### src/pkg/fmtc_pkg.sv
package fmtc_pkg;
	// command codes
	localparam logic [7:0]  CMD_FAULT_CAPTURE_MASK = 8'hd7;
	localparam logic [7:0]  CMD_VOUT_LIMIT_DETECT  = 8'hd8;
	localparam logic [7:0]  CMD_EXT_TEMP_GAIN      = 8'hd9;
	localparam logic [7:0]  CMD_EXT_TEMP_BIAS      = 8'hda;
	// reset values
	localparam logic [15:0] RST_FAULT_CAPTURE_MASK = 16'h0000;
	localparam logic [7:0]  RST_VOUT_LIMIT_DETECT  = 8'h00;
	localparam logic [15:0] RST_EXT_TEMP_GAIN      = 16'hba00;
	localparam logic [15:0] RST_EXT_TEMP_BIAS      = 16'h0000;
	// implemented bits
	localparam logic [15:0] MASK_USED_BITS         = 16'h3cff;
	localparam logic [7:0]  CFG_USED_BITS          = 8'h8f;
	localparam int          CFG_LOW_SIDE_BIT       = 7;
	localparam int          CFG_COUNT_MSB          = 3;
	// linear-11 layout
	localparam int          LIN_EXP_LSB            = 11;
	localparam int          LIN_MANT_MSB           = 10;
	// temperature input fraction bits (1/16 degree)
	localparam int          TEMP_FRAC_BITS         = 4;
	// output pages
	localparam int          PAGE_COUNT             = 2;
	localparam logic [6:0]  DEF_BUS_ADDR           = 7'h40;
	localparam logic [3:0]  BIT_LAST               = 4'h7;

	typedef struct packed {
		logic [15:0] gain;
		logic [15:0] bias;
		logic [7:0]  cfg;
	} fmtc_page_type;

	typedef struct packed {
		logic scl;
		logic sda;
	} fmtc_bus_type;
endpackage

### src/hdl/fmtc_regs.sv
`timescale 1ns/1ps
// Overview of operation
// a set mask bit blocks its fault class from triggering a fault record capture
// mask bits 13..10: group, other phase, processor, memory crc faults
// mask bits 7..0: iout uc, iout oc, vin uv, vin ov, ut, ot, vout uv, vout ov
// fault mask is two bytes, read/write, resets to zero
// config bit 7 selects low-side device on or off during overvoltage shutdown
// ov or uv fault declared after N+1 consecutive violations, N in bits 3:0
// limit config is one read/write byte, reset zero, bits 6:4 unused
// limit config, gain and bias are held separately per output page
// gain: linear-11, resets to 1.0, scales external temperature reading
// bias: linear-11, resets to zero, added to scaled temperature
// linear-11 is signed 5-bit exponent over signed 11-bit mantissa
// unused mask and config bits read zero and have no effect
module fmtc_regs
	import fmtc_pkg::*;
#(
	parameter logic [6:0] BUS_ADDR = DEF_BUS_ADDR
) (
	// clock and reset
	input  wire logic                          clk_in,
	input  wire logic                          rst_in,
	// serial bus pins
	input  wire fmtc_bus_type                  bus_in,
	output logic                               sda_out,
	output logic                               sda_oe_n_out,
	// page select
	input  wire logic [PAGE_COUNT-1:0]         page_sel_in,
	// fault classes and capture
	input  wire logic [15:0]                   fault_class_in,
	output logic                               fault_record_capture_out,
	output logic [15:0]                        captured_faults_out,
	// voltage limit detection
	input  wire logic [PAGE_COUNT-1:0]         limit_sample_in,
	input  wire logic [PAGE_COUNT-1:0]         ov_violation_in,
	input  wire logic [PAGE_COUNT-1:0]         uv_violation_in,
	input  wire logic [PAGE_COUNT-1:0]         shutdown_clear_in,
	output logic [PAGE_COUNT-1:0]              ov_fault_out,
	output logic [PAGE_COUNT-1:0]              uv_fault_out,
	output logic [PAGE_COUNT-1:0]              low_side_on_out,
	// external temperature
	input  wire logic signed [15:0]            ext_temp_input_in,
	output logic signed [15:0]                 ext_temp_report_out
);
	typedef enum logic [5:0] {
		ST_IDLE = 6'b000001,
		ST_ADDR = 6'b000010,
		ST_ACK  = 6'b000100,
		ST_WR   = 6'b001000,
		ST_RD   = 6'b010000,
		ST_RACK = 6'b100000
	} fmtc_state_type;

	// linear-11 value applied to a 24-bit signed operand
	function automatic logic signed [39:0] lin_mul(input logic [15:0] lin, input logic signed [23:0] v);
		logic signed [4:0]  e;
		logic signed [39:0] p;
		e = lin[15:LIN_EXP_LSB];
		p = 40'(v * $signed(lin[LIN_MANT_MSB:0]));
		lin_mul = (e < 0) ? (p >>> (-e)) : (p <<< e);
	endfunction

	fmtc_bus_type                bus_s1_q, bus_s2_q, bus_s3_q;
	fmtc_state_type              state_q;
	logic [7:0]                  shift_q, cmd_q;
	logic [3:0]                  bit_q;
	logic                        drive_q, rd_q, nack_q, rdx_q;
	logic [1:0]                  idx_q;
	logic [15:0]                 wbuf_q, mask_q, rd_val, masked;
	fmtc_page_type               page_q [PAGE_COUNT];
	logic [3:0]                  ov_cnt_q [PAGE_COUNT], uv_cnt_q [PAGE_COUNT];
	logic                        scl_rise, scl_fall, start_c, stop_c, commit;
	int                          sel;

	// pin synchronisers
	always_ff @(posedge clk_in) begin
		bus_s1_q <= bus_in;
		bus_s2_q <= bus_s1_q;
		bus_s3_q <= bus_s2_q;
	end

	assign scl_rise     = bus_s2_q.scl & ~bus_s3_q.scl;
	assign scl_fall     = ~bus_s2_q.scl & bus_s3_q.scl;
	assign start_c      = bus_s2_q.scl & bus_s3_q.scl & bus_s3_q.sda & ~bus_s2_q.sda;
	assign stop_c       = bus_s2_q.scl & bus_s3_q.scl & ~bus_s3_q.sda & bus_s2_q.sda;
	assign sda_out      = 1'b0;
	assign sda_oe_n_out = ~drive_q;

	// selected page index
	always_comb begin
		sel = 0;
		for (int i = 0; i < PAGE_COUNT; i++) begin
			if (page_sel_in[i]) sel = i;
		end
	end

	// read decode
	always_comb begin
		unique case (cmd_q)
			CMD_FAULT_CAPTURE_MASK: rd_val = mask_q & MASK_USED_BITS;
			CMD_VOUT_LIMIT_DETECT:  rd_val = {8'h00, page_q[sel].cfg & CFG_USED_BITS};
			CMD_EXT_TEMP_GAIN:      rd_val = page_q[sel].gain;
			CMD_EXT_TEMP_BIAS:      rd_val = page_q[sel].bias;
			default:                rd_val = 16'hffff;
		endcase
	end

	// write lands at stop once the full length has arrived
	assign commit = stop_c & (state_q != ST_IDLE) & ~rd_q &
		((idx_q == 2'h2 && cmd_q == CMD_VOUT_LIMIT_DETECT) || (idx_q == 2'h3 && cmd_q != CMD_VOUT_LIMIT_DETECT));

	// serial byte engine
	always_ff @(posedge clk_in) begin
		if (rst_in) begin
			state_q <= ST_IDLE;
			shift_q <= 8'h00;
			bit_q   <= 4'h0;
			drive_q <= 1'b0;
			rd_q    <= 1'b0;
			nack_q  <= 1'b0;
			idx_q   <= 2'h0;
			cmd_q   <= 8'h00;
			wbuf_q  <= 16'h0000;
			rdx_q   <= 1'b0;
		end else if (start_c) begin
			state_q <= ST_ADDR;
			bit_q   <= 4'h0;
			drive_q <= 1'b0;
			rd_q    <= 1'b0;
			rdx_q   <= 1'b0;
		end else if (stop_c) begin
			state_q <= ST_IDLE;
			drive_q <= 1'b0;
			idx_q   <= 2'h0;
		end else begin
			unique case (state_q)
				ST_IDLE: ;
				ST_ADDR, ST_WR: begin
					if (scl_rise) begin
						shift_q <= {shift_q[6:0], bus_s2_q.sda};
						bit_q   <= bit_q + 4'h1;
						if (bit_q == BIT_LAST) begin
							if (state_q == ST_ADDR) begin
								state_q <= (shift_q[6:0] == BUS_ADDR) ? ST_ACK : ST_IDLE;
								rd_q    <= bus_s2_q.sda;
								if (!bus_s2_q.sda) idx_q <= 2'h0;
							end else begin
								state_q <= ST_ACK;
								if (idx_q == 2'h0) cmd_q <= {shift_q[6:0], bus_s2_q.sda};
								else if (idx_q == 2'h1) wbuf_q[7:0] <= {shift_q[6:0], bus_s2_q.sda};
								else wbuf_q[15:8] <= {shift_q[6:0], bus_s2_q.sda};
								if (idx_q != 2'h3) idx_q <= idx_q + 2'h1;
							end
						end
					end
				end
				ST_ACK: begin
					if (scl_fall) begin
						if (!drive_q) begin
							drive_q <= 1'b1;
						end else if (rd_q) begin
							state_q <= ST_RD;
							shift_q <= rd_val[7:0];
							drive_q <= ~rd_val[7];
							bit_q   <= 4'h0;
						end else begin
							state_q <= ST_WR;
							drive_q <= 1'b0;
							bit_q   <= 4'h0;
						end
					end
				end
				ST_RD: begin
					if (scl_fall) begin
						bit_q <= bit_q + 4'h1;
						if (bit_q == BIT_LAST) begin
							drive_q <= 1'b0;
							state_q <= ST_RACK;
						end else begin
							shift_q <= {shift_q[6:0], 1'b0};
							drive_q <= ~shift_q[6];
						end
					end
				end
				ST_RACK: begin
					if (scl_rise) begin
						nack_q <= bus_s2_q.sda;
					end else if (scl_fall) begin
						if (nack_q) begin
							state_q <= ST_IDLE;
						end else begin
							rdx_q   <= 1'b1;
							state_q <= ST_RD;
							shift_q <= rd_val[15:8];
							drive_q <= ~rd_val[15];
							bit_q   <= 4'h0;
						end
					end
				end
				default: state_q <= ST_IDLE;
			endcase
		end
	end

	// global fault mask
	always_ff @(posedge clk_in) begin
		if (rst_in) begin
			mask_q <= RST_FAULT_CAPTURE_MASK;
		end else if (commit && cmd_q == CMD_FAULT_CAPTURE_MASK) begin
			mask_q <= wbuf_q & MASK_USED_BITS;
		end
	end

	// per page registers and limit debounce
	generate
		for (genvar p = 0; p < PAGE_COUNT; p++) begin : g_page
			logic wr_here;
			assign wr_here = commit & (sel == p);

			always_ff @(posedge clk_in) begin
				if (rst_in) begin
					page_q[p].gain <= RST_EXT_TEMP_GAIN;
					page_q[p].bias <= RST_EXT_TEMP_BIAS;
					page_q[p].cfg  <= RST_VOUT_LIMIT_DETECT;
				end else if (wr_here) begin
					if (cmd_q == CMD_EXT_TEMP_GAIN) page_q[p].gain <= wbuf_q;
					if (cmd_q == CMD_EXT_TEMP_BIAS) page_q[p].bias <= wbuf_q;
					if (cmd_q == CMD_VOUT_LIMIT_DETECT) page_q[p].cfg <= wbuf_q[7:0] & CFG_USED_BITS;
				end
			end

			always_ff @(posedge clk_in) begin
				if (rst_in) begin
					ov_cnt_q[p]     <= 4'h0;
					uv_cnt_q[p]     <= 4'h0;
					ov_fault_out[p] <= 1'b0;
					uv_fault_out[p] <= 1'b0;
				end else begin
					ov_fault_out[p] <= 1'b0;
					uv_fault_out[p] <= 1'b0;
					if (limit_sample_in[p]) begin
						ov_cnt_q[p] <= 4'h0;
						uv_cnt_q[p] <= 4'h0;
						if (ov_violation_in[p]) begin
							if (ov_cnt_q[p] == page_q[p].cfg[CFG_COUNT_MSB:0]) begin
								ov_fault_out[p] <= 1'b1;
								ov_cnt_q[p]     <= 4'h0;
							end else begin
								ov_cnt_q[p] <= ov_cnt_q[p] + 4'h1;
							end
						end
						if (uv_violation_in[p]) begin
							if (uv_cnt_q[p] == page_q[p].cfg[CFG_COUNT_MSB:0]) begin
								uv_fault_out[p] <= 1'b1;
								uv_cnt_q[p]     <= 4'h0;
							end else begin
								uv_cnt_q[p] <= uv_cnt_q[p] + 4'h1;
							end
						end
					end
				end
			end

			// ov shutdown low-side drive state
			always_ff @(posedge clk_in) begin
				if (rst_in) begin
					low_side_on_out[p] <= 1'b0;
				end else if (ov_fault_out[p]) begin
					low_side_on_out[p] <= page_q[p].cfg[CFG_LOW_SIDE_BIT];
				end else if (shutdown_clear_in[p]) begin
					low_side_on_out[p] <= 1'b0;
				end
			end
		end
	endgenerate

	// fault record capture gating
	assign masked = fault_class_in & ~mask_q;
	always_ff @(posedge clk_in) begin
		if (rst_in) begin
			fault_record_capture_out <= 1'b0;
			captured_faults_out      <= 16'h0000;
		end else begin
			fault_record_capture_out <= |masked;
			if (|masked) begin
				captured_faults_out <= masked;
			end
		end
	end

	// calibrated external temperature
	always_ff @(posedge clk_in) begin
		if (rst_in) begin
			ext_temp_report_out <= 16'sh0000;
		end else begin
			ext_temp_report_out <= 16'(lin_mul(page_q[sel].gain, 24'(ext_temp_input_in))
				+ lin_mul(page_q[sel].bias, 24'sh000010));
		end
	end

	a_capture_blocked: assert property (@(posedge clk_in) disable iff (rst_in)
		((fault_class_in & ~mask_q) == 16'h0000) |=> !fault_record_capture_out)
		else $error("masked fault triggered capture");
	a_capture_fires: assert property (@(posedge clk_in) disable iff (rst_in)
		(fault_class_in[13] && !mask_q[13]) |=> fault_record_capture_out && captured_faults_out[13])
		else $error("unmasked group fault not captured");
	a_low_mask_map: assert property (@(posedge clk_in) disable iff (rst_in)
		(fault_class_in[0] && mask_q[0] && fault_class_in[15:1] == 15'h0000) |=> !fault_record_capture_out)
		else $error("vout ov mask bit ignored");
	a_mask_reset: assert property (@(posedge clk_in) rst_in |=> mask_q == RST_FAULT_CAPTURE_MASK)
		else $error("mask reset value wrong");
	a_low_side_state: assert property (@(posedge clk_in) disable iff (rst_in)
		ov_fault_out[0] |=> low_side_on_out[0] == $past(page_q[0].cfg[CFG_LOW_SIDE_BIT]))
		else $error("low side state wrong after ov");
	a_debounce_zero: assert property (@(posedge clk_in) disable iff (rst_in)
		(limit_sample_in[0] && ov_violation_in[0] && page_q[0].cfg[CFG_COUNT_MSB:0] == 4'h0) |=> ov_fault_out[0])
		else $error("single violation did not fault at n zero");
	a_debounce_early: assert property (@(posedge clk_in) disable iff (rst_in)
		(limit_sample_in[0] && ov_cnt_q[0] < page_q[0].cfg[CFG_COUNT_MSB:0]) |=> !ov_fault_out[0])
		else $error("ov fault declared early");
	a_cfg_unused: assert property (@(posedge clk_in) disable iff (rst_in)
		(page_q[0].cfg & ~CFG_USED_BITS) == 8'h00 && (mask_q & ~MASK_USED_BITS) == 16'h0000) else $error("unused bit set");
	a_page_isolate: assert property (@(posedge clk_in) disable iff (rst_in)
		(commit && sel == 0) |=> $stable(page_q[1])) else $error("write disturbed other page");
	a_gain_reset: assert property (@(posedge clk_in) rst_in |=>
		page_q[0].gain == RST_EXT_TEMP_GAIN && page_q[1].bias == RST_EXT_TEMP_BIAS) else $error("calibration reset wrong");
	a_unity_temp: assert property (@(posedge clk_in) disable iff (rst_in)
		(page_q[sel].gain == RST_EXT_TEMP_GAIN && page_q[sel].bias == RST_EXT_TEMP_BIAS)
		##1 $stable(ext_temp_input_in) && $stable(page_q[sel]) |-> ext_temp_report_out == ext_temp_input_in)
		else $error("unity calibration not transparent");
	a_read_unused: assert property (@(posedge clk_in) disable iff (rst_in)
		cmd_q == CMD_FAULT_CAPTURE_MASK |-> rd_val[15:14] == 2'b00 && rd_val[9:8] == 2'b00)
		else $error("unused mask bits read back set");
	c_capture: cover property (@(posedge clk_in) fault_record_capture_out);
	c_ov_fault: cover property (@(posedge clk_in) ov_fault_out[0] && page_q[0].cfg[CFG_COUNT_MSB:0] != 4'h0);
	c_commit: cover property (@(posedge clk_in) commit);
	c_read: cover property (@(posedge clk_in) state_q == ST_RD && rdx_q);
endmodule

### config.mk
export PLATFORM = sky130hd
export DESIGN_NAME = fmtc_regs
export DESIGN_NICKNAME = d
export VERILOG_FILES = /design/src/pkg/fmtc_pkg.sv /design/src/hdl/fmtc_regs.sv
export SDC_FILE = /design/constraint.sdc
export NUM_CORES = 1
export LEC_CHECK = 0
export ABC_CLOCK_PERIOD_IN_PS = 8200
export BUFFER_PORTS_ARGS = -buffer_cell sky130_fd_sc_hd__buf_2
export CELL_PAD_IN_SITES_DETAIL_PLACEMENT = 0
export CELL_PAD_IN_SITES_GLOBAL_PLACEMENT = 1
export CORE_MARGIN = 8
export CORE_UTILIZATION = 40
export DETAILED_ROUTE_END_ITERATION = 10
export GPL_TIMING_DRIVEN = 0
export HOLD_SLACK_MARGIN = 0.12
export PLACE_DENSITY = 0.83
export SYNTH_ARGS = -nofsm -noshare
export SYNTH_HDL_FRONTEND = slang
export SYNTH_SLANG_ARGS = --single-unit
### constraint.sdc
create_clock -name clk_in -period 8.2 [get_ports clk_in]
set_input_delay 0 -clock clk_in [delete_from_list [all_inputs] [get_ports clk_in]]
set_output_delay 0 -clock clk_in [all_outputs]
set_load 0.05 [all_outputs]
==> results.json, run 1 <==
{
  "ir_drop_mv": 0.2883,
  "fin_skew_ps": 13.57,
  "rows": 80,
  "relSlewSlack_pct": 12.11,
  "insertion_delay_ps": 440,
  "avgSynthCellArea_um2": 8.719,
  "netlist_area_um2": 18990,
  "endpoint_kind": "register",
  "num_io_pins": 87,
  "die-area_um2": 54700,
  "crit_type": "reg -> reg",
  "critPathMaxStageDelay_ps": 590,
  "wl_met2_um": 30260,
  "tightest_slew_ps": 1307,
  "synth_async_sr_flop_share_pct": 0,
  "fillers": 4530,
  "worstPathArrival_ps": 8670,
  "synth_top_area_share_pct": 17.18,
  "cts_buffer_depth": 2,
  "area_growth_pct": 17.96,
  "netlist_instances": 2178,
  "crit_top_cell": "buf_4",
  "setup_slack_ps": -97.05,
  "core-area_um2": 47350,
  "status": "finished, violations left",
  "post-place-ws_ps": -2101,
  "route.met3.wl_um": 4028,
  "critical_path.top_delay_family": "adder cells",
  "yosys_warnings": 0,
  "drt_iter0_drc": 1794,
  "route.detailed.drc": 0,
  "dp_hpwl_um": 46820,
  "drive_gt1_share_pct": 16.03,
  "grt_pass1_wl_um": 95460,
  "fin_crit_ps": 8297,
  "tns_ps": -206.4,
  "via_per_inst": 5.693,
  "grt_start_max_net_pins": 21,
  "htreeDepth": 4,
  "regArea_um2": 4765,
  "cts_tree": "yes",
  "clk_pin_slew_ps": 80,
  "synthFlopType": "dfxtp_1",
  "start_util_pct": 40.11,
  "grt_overflow": 0,
  "min_path_type": "in -> reg",
  "path_buf_inv": 9,
  "yosys-top-cells-area": "fa_1 17%, edfxtp_1 14%, dfxtp_1 11%",
  "numClockSinks": 193,
  "top_layer": "met4",
  "multi_input_area_um2": 13680,
  "first_pass_iters": 6,
  "rsz0062_at_grt": "true",
  "start_kind": "register",
  "power.density_nw_per_um2": 452.6,
  "port_buffers": 84,
  "ys_seq_area_share_pct": 25.09,
  "fin_area_um2": 22400,
  "critPathMaxFanout": 8,
  "synth_top_cell_by_area": "fa_1",
  "grt_antenna_before_repair": 1,
  "grt.total_usage_pct": 22.23,
  "gp_congestion": 0.9497,
  "finalNetCount": 2662,
  "violations": "negative setup slack",
  "vias": 17069,
  "cts_root_buf": "clkbuf_16",
  "placed_cell_area_um2": 20240,
  "cts_made_buffers": 17,
  "total_power_mw": 10.14,
  "die_h_um": 233.9,
  "wl_per_cell_um": 20.32,
  "dieWidth_um": 233.9,
  "p_leak_nw": 9.162,
  "cp_slowest_cell": "fa_2",
  "drv_slew": 0,
  "routed_wl_um": 60910,
  "synth_cell_types": 82,
  "setup_violations": 3,
  "cp.required_ps": 8570,
  "fmax_mhz": 120.5,
  "diodes": 0,
  "maxCapViolations": 0,
  "ys_ff_latch": 193,
  "final_hold_viol_count": 0,
  "period_share_pct": 101.2,
  "antenna_left": 0,
  "grt_pass1_vias": 17258,
  "syn_nets": 2470,
  "wl_met1_um": 24790,
  "synth-edff-count": 90
}
## layer usage
| metal | vias up | GRT usage (%) |
|---|---|---|
| met5 | - | 0 |
| met4 | 0 | 7.099 |
| met3 | 127 | 3.593 |
| met2 | 612 | 38.84 |
| met1 | 8469 | 27.82 |
| li1 | 7861 | - |
## worst register-to-register path: cells and delay by family (launching register included)
kind	cells	cell delay, ps
adders and majority gates	7	3100
AOI/OAI and AO/OA	8	1810
and+or+nand+nor	8	1290
buffers and inverters	9	1120
DFF	1	360
muxes	1	350
xor gates and xnor gates	1	200
## power by group
group / internal [mW] / switching, mW
Clock: 0.440 / 0.423
Combinational: 3.55 / 4.60
Sequential: 1.08 / 0.0392
Total: 5.08 / 5.06
## layout make-up
class / count / share of cell area [%]
tap: 615 / 3.435
inverter: 198 / 3.318
multi-input combinational: 1670 / 61.05
sequential: 193 / 21.27
clock buffer: 17 / 1.899
clock inverter: 15 / 0.8266
timing repair buffer: 178 / 5.485
buffer: 112 / 2.714
## timing repair
item	4_1_cts	5_1_grt
setup buffers	42	21
gates resized for setup	104	85
endpoints found under the setup margin	15	10
hold endpoints to repair	56	0
pin swaps	25	43
cloned	0	0
hold buffers	30	0
## cells in the mapped netlist, types with 39 or more instances
master and n:
a21oi_1 133, nor2_1 226, inv_1 197, clkbuf_1 94, o21ai_0 77, nand3_1 40
edfxtp_1 90, ha_1 83, mux2i_1 89, fa_1 163, nor3_1 39, nor2b_1 42
and2_1 109, xnor2_1 56, nand2_1 219, dfxtp_1 103
## flip-flops by register name, summed over array words and instances (netlist names), 4 cells and up
name and cells:
bit_q 4, captured_faults_out 16, cmd_q 8, ext_temp_report_out 16, mask_q 12, ov_cnt_q 8, page_q 74, shift_q 7
state_q 6, uv_cnt_q 8, wbuf_q 16
## cell families after synthesis
| kind of cell | count (synthesis) | synth area share, % |
|---|---|---|
| flip-flops | 193 | 25.09 |
| AND/OR/NAND/NOR | 796 | 20.33 |
| adder cells (fa/ha/maj) | 246 | 22.65 |
| other | 1 | 0.01975 |
| buffers and inverters | 315 | 6.391 |
| XOR/XNOR | 71 | 3.274 |
| multiplexers | 130 | 7.478 |
| AO/OA/AOI/OAI | 426 | 14.77 |
## path summary, 6_finish.rpt
check / depth (start not counted) / endpoint / slack (ps) / from
min: 4 / bit_q[3]$_SDFFE_PP0P_ / 160 / rst_in
max: 34 / ext_temp_report_out[15]$_SDFF_PP0_ / -100 / page_q[0][23]$_SDFFCE_PN0P_
max reg2reg: 34 / ext_temp_report_out[15]$_SDFF_PP0_ / -100 / page_q[0][23]$_SDFFCE_PN0P_
min reg2reg: 0 / bus_s2_q[1]$_DFF_P_ / 330 / bus_s1_q[1]$_DFF_P_
## cell usage in the layout (no fill, tap or decap), types with 11 or more instances in the layout
cell	count
buf_4	65
nand2b_1	30
o21ai_0	66
clkbuf_1	79
a221oi_1	11
ha_1	68
a21o_1	17
a21oi_1	126
dfxtp_1	103
nor2_1	224
xnor2_1	49
buf_2	91
nand2_1	217
a31oi_1	20
or2_2	17
and2_1	107
edfxtp_1	90
fa_1	155
o211ai_1	17
clkbuf_16	18
mux2i_1	83
nand3_1	35
xor2_1	14
a211oi_1	25
nor3_1	34
nor2b_1	41
inv_1	188
mux2_2	27
dlygate4sd3_1	30
## metrics by stage
| stage | std cells | hold WS (ps) | utilization [%] |
|---|---|---|---|
| finish | 2998 | 163.1 | 47.32 |
| global placement | 2877 | 105.6 | 42.70 |
| CTS | 2977 | 149.8 | 46.19 |
| global route | 2998 | 193.7 | 47.32 |
| floorplan | 2178 | 27.72 | - |
| detailed placement | 2878 | 104.9 | 42.75 |
(Power assumes the default switching activity.)
==> run 2, diff against run 1 <==
--- a/config.mk
+++ b/config.mk
@@ -5,7 +5,7 @@
 export SDC_FILE = /design/constraint.sdc
 export NUM_CORES = 1
 export LEC_CHECK = 0
-export ABC_CLOCK_PERIOD_IN_PS = 8200
+export ABC_CLOCK_PERIOD_IN_PS = 10300
 export BUFFER_PORTS_ARGS = -buffer_cell sky130_fd_sc_hd__buf_2
 export CELL_PAD_IN_SITES_DETAIL_PLACEMENT = 0
 export CELL_PAD_IN_SITES_GLOBAL_PLACEMENT = 1
@@ -14,7 +14,7 @@
 export DETAILED_ROUTE_END_ITERATION = 10
 export GPL_TIMING_DRIVEN = 0
 export HOLD_SLACK_MARGIN = 0.12
-export PLACE_DENSITY = 0.83
+export PLACE_DENSITY = 0.8
 export SYNTH_ARGS = -nofsm -noshare
 export SYNTH_HDL_FRONTEND = slang
 export SYNTH_SLANG_ARGS = --single-unit
==> constraint.sdc (replaced) <==
create_clock -name clk_in -period 10.3 [get_ports clk_in]
set_input_delay 0 -clock clk_in [delete_from_list [all_inputs] [get_ports clk_in]]
set_output_delay 0 -clock clk_in [all_outputs]
set_load 0.05 [all_outputs]
==> results.json, run 2 (synthesis gave the netlist of run 1 again) <==
{
  "fin_skew_ps": 14.70,
  "wl_met2_um": 29180,
  "clk_pin_slew_ps": 90,
  "crit_top_cell": "fa_1",
  "grt_overflow": 0,
  "die_h_um": 233.9,
  "cp.required_ps": 10670,
  "regArea_um2": 4765,
  "crit_type": "in -> reg",
  "p_sw_mw": 3.497,
  "fmax_mhz": 102.8,
  "wl_per_cell_um": 19.97,
  "regMostFlops": "page_q",
  "setup_violations": 0,
  "grt_start_max_net_pins": 23,
  "grt.total_usage_pct": 21.69,
  "worstPathArrival_ps": 10100,
  "grt_pass1_wl_um": 93240,
  "combPwrFrac_pct": 76.2,
  "fin_util_pct": 44.85,
  "start_kind": "input pin",
  "setup_slack_ps": 569.3,
  "final_cells": 2942,
  "drt_iter0_drc": 1328,
  "drive_gt1_share_pct": 9.544,
  "period_share_pct": 94.47,
  "mostFrequentLayoutCell": "nor2_1",
  "power_frac_clock_pct": 10.4,
  "port_buffers": 84,
  "first_pass_iters": 9,
  "fillers": 4603,
  "area_growth_pct": 11.82,
  "p_seq_share_pct": 13.5,
  "htreeDepth": 4,
  "rsz0062_at_grt": "false",
  "switching_share_pct": 52.71,
  "grt_pass1_vias": 16938,
  "route.met3.wl_um": 3259,
  "insertion_delay_ps": 440,
  "tns_ps": 0,
  "start_util_pct": 40.11,
  "final_cell_mix": "226 x nor2_1, 219 x nand2_1, 197 x inv_1",
  "placed_cell_area_um2": 20200,
  "p_leak_nw": 8.711,
  "grt_antenna_before_repair": 0,
  "maxCapViolations": 0,
  "wl_met1_um": 24640,
  "core-area_um2": 47350,
  "power.density_nw_per_um2": 312.4,
  "endpoint_kind": "register",
  "dp_hpwl_um": 46600,
  "cts_tree": "yes",
  "status": "finished, final reports clean",
  "route.detailed.drc": 0,
  "die-area_um2": 54700,
  "critPathMaxStageDelay_ps": 550,
  "post-place-ws_ps": -1133,
  "dieWidth_um": 233.9,
  "tightest_slew_ps": 1276,
  "cts_root_buf": "clkbuf_16",
  "total_power_mw": 6.634,
  "via_per_inst": 5.658,
  "antenna_left": 0,
  "finalNetCount": 2605,
  "top_layer": "met4",
  "num_io_pins": 87,
  "fin_crit_ps": 9731,
  "relSlewSlack_pct": 14.24,
  "cts_buffer_depth": 2,
  "fin_area_um2": 21240,
  "p_int_mw": 3.137,
  "multi_input_area_um2": 13090,
  "ir_drop_mv": 0.2144,
  "cp_slowest_cell": "fa_1",
  "critPathMaxFanout": 10,
  "worst_hold_slack_ps": 152.0,
  "min_path_type": "in -> reg",
  "largest_reg_flops": 74,
  "vias": 16647,
  "drv_slew": 0,
  "rows": 80,
  "routed_wl_um": 58740,
  "cts_made_buffers": 17,
  "final_hold_viol_count": 0,
  "placed_cells": 2877,
  "gp_congestion": 0.9472,
  "numClockSinks": 193
}
-- run 2: cell count changes in the layout (fill, tap and decap cells not counted), moves of 6 or more --
cell      delta
fa_2         -8
a21oi_2      -6
buf_4       -59
o21ai_0     +11
ha_4        -10
xnor2_2      -6
xnor2_1      +7
ha_1        +15
clkbuf_1     +6
a21oi_1      +7
inv_1        +9
fa_1         +8
inv_2        -9
-- run 2: worst paths after layout --
kind / startpoint / endpoint / slack, ps / cells after the start
worst max-delay path: page_sel_in[1] / ext_temp_report_out[15]$_SDFF_PP0_ / 570 / 36
worst max register to register: page_q[0][21]$_SDFFCE_PN0P_ / ext_temp_report_out[14]$_SDFF_PP0_ / 740 / 34
worst min register to register: bus_s1_q[1]$_DFF_P_ / bus_s2_q[1]$_DFF_P_ / 340 / 0
worst min-delay path: rst_in / bit_q[3]$_SDFFE_PP0P_ / 150 / 4
-- run 2: final cells by class --
cell class / instances / share of cell area [%]
multi-input combinational: 1670 / 61.63
sequential: 193 / 22.44
timing repair buffer: 120 / 3.641
tap: 615 / 3.624
inverter: 198 / 3.500
buffer: 113 / 2.227
clock buffer: 17 / 2.003
clock inverter: 15 / 0.9250
antenna: 1 / 0.01178
-- run 2: routing by layer --
| metal | vias up | global-route usage (%) |
|---|---|---|
| met2 | 619 | 37.93 |
| met4 | 0 | 7.257 |
| met3 | 104 | 3.072 |
| li1 | 7751 | - |
| met5 | - | 0 |
| met1 | 8173 | 27.25 |
-- run 2: what timing repair did --
item                                    CTS  global route
endpoints found under the setup margin    9             7
gates cloned                              0             0
hold endpoints to repair                 56             0
setup buffers                             0             3
gates resized for setup                   3            24
hold buffers                             33             0
-- run 2: power by group through the flow --
stage	clock network (mW)	registers [mW]	logic, mW
after floorplan	0	1.01	3.62
after global placement	0	0.908	4.93
after detailed placement	0	0.911	4.96
after CTS	0.699	0.893	5.00
after global routing	0.729	0.900	5.57
final	0.687	0.894	5.05
-- run 2: critical path, delay by kind of cell --
kind / cells / cell delay [ps]
and+or+nand+nor: 6 / 1110
adders and majority gates: 7 / 3070
muxes: 3 / 1080
buffers and inverters: 10 / 2140
AOI/OAI and AO/OA: 9 / 2230
xor gates and xnor gates: 1 / 450
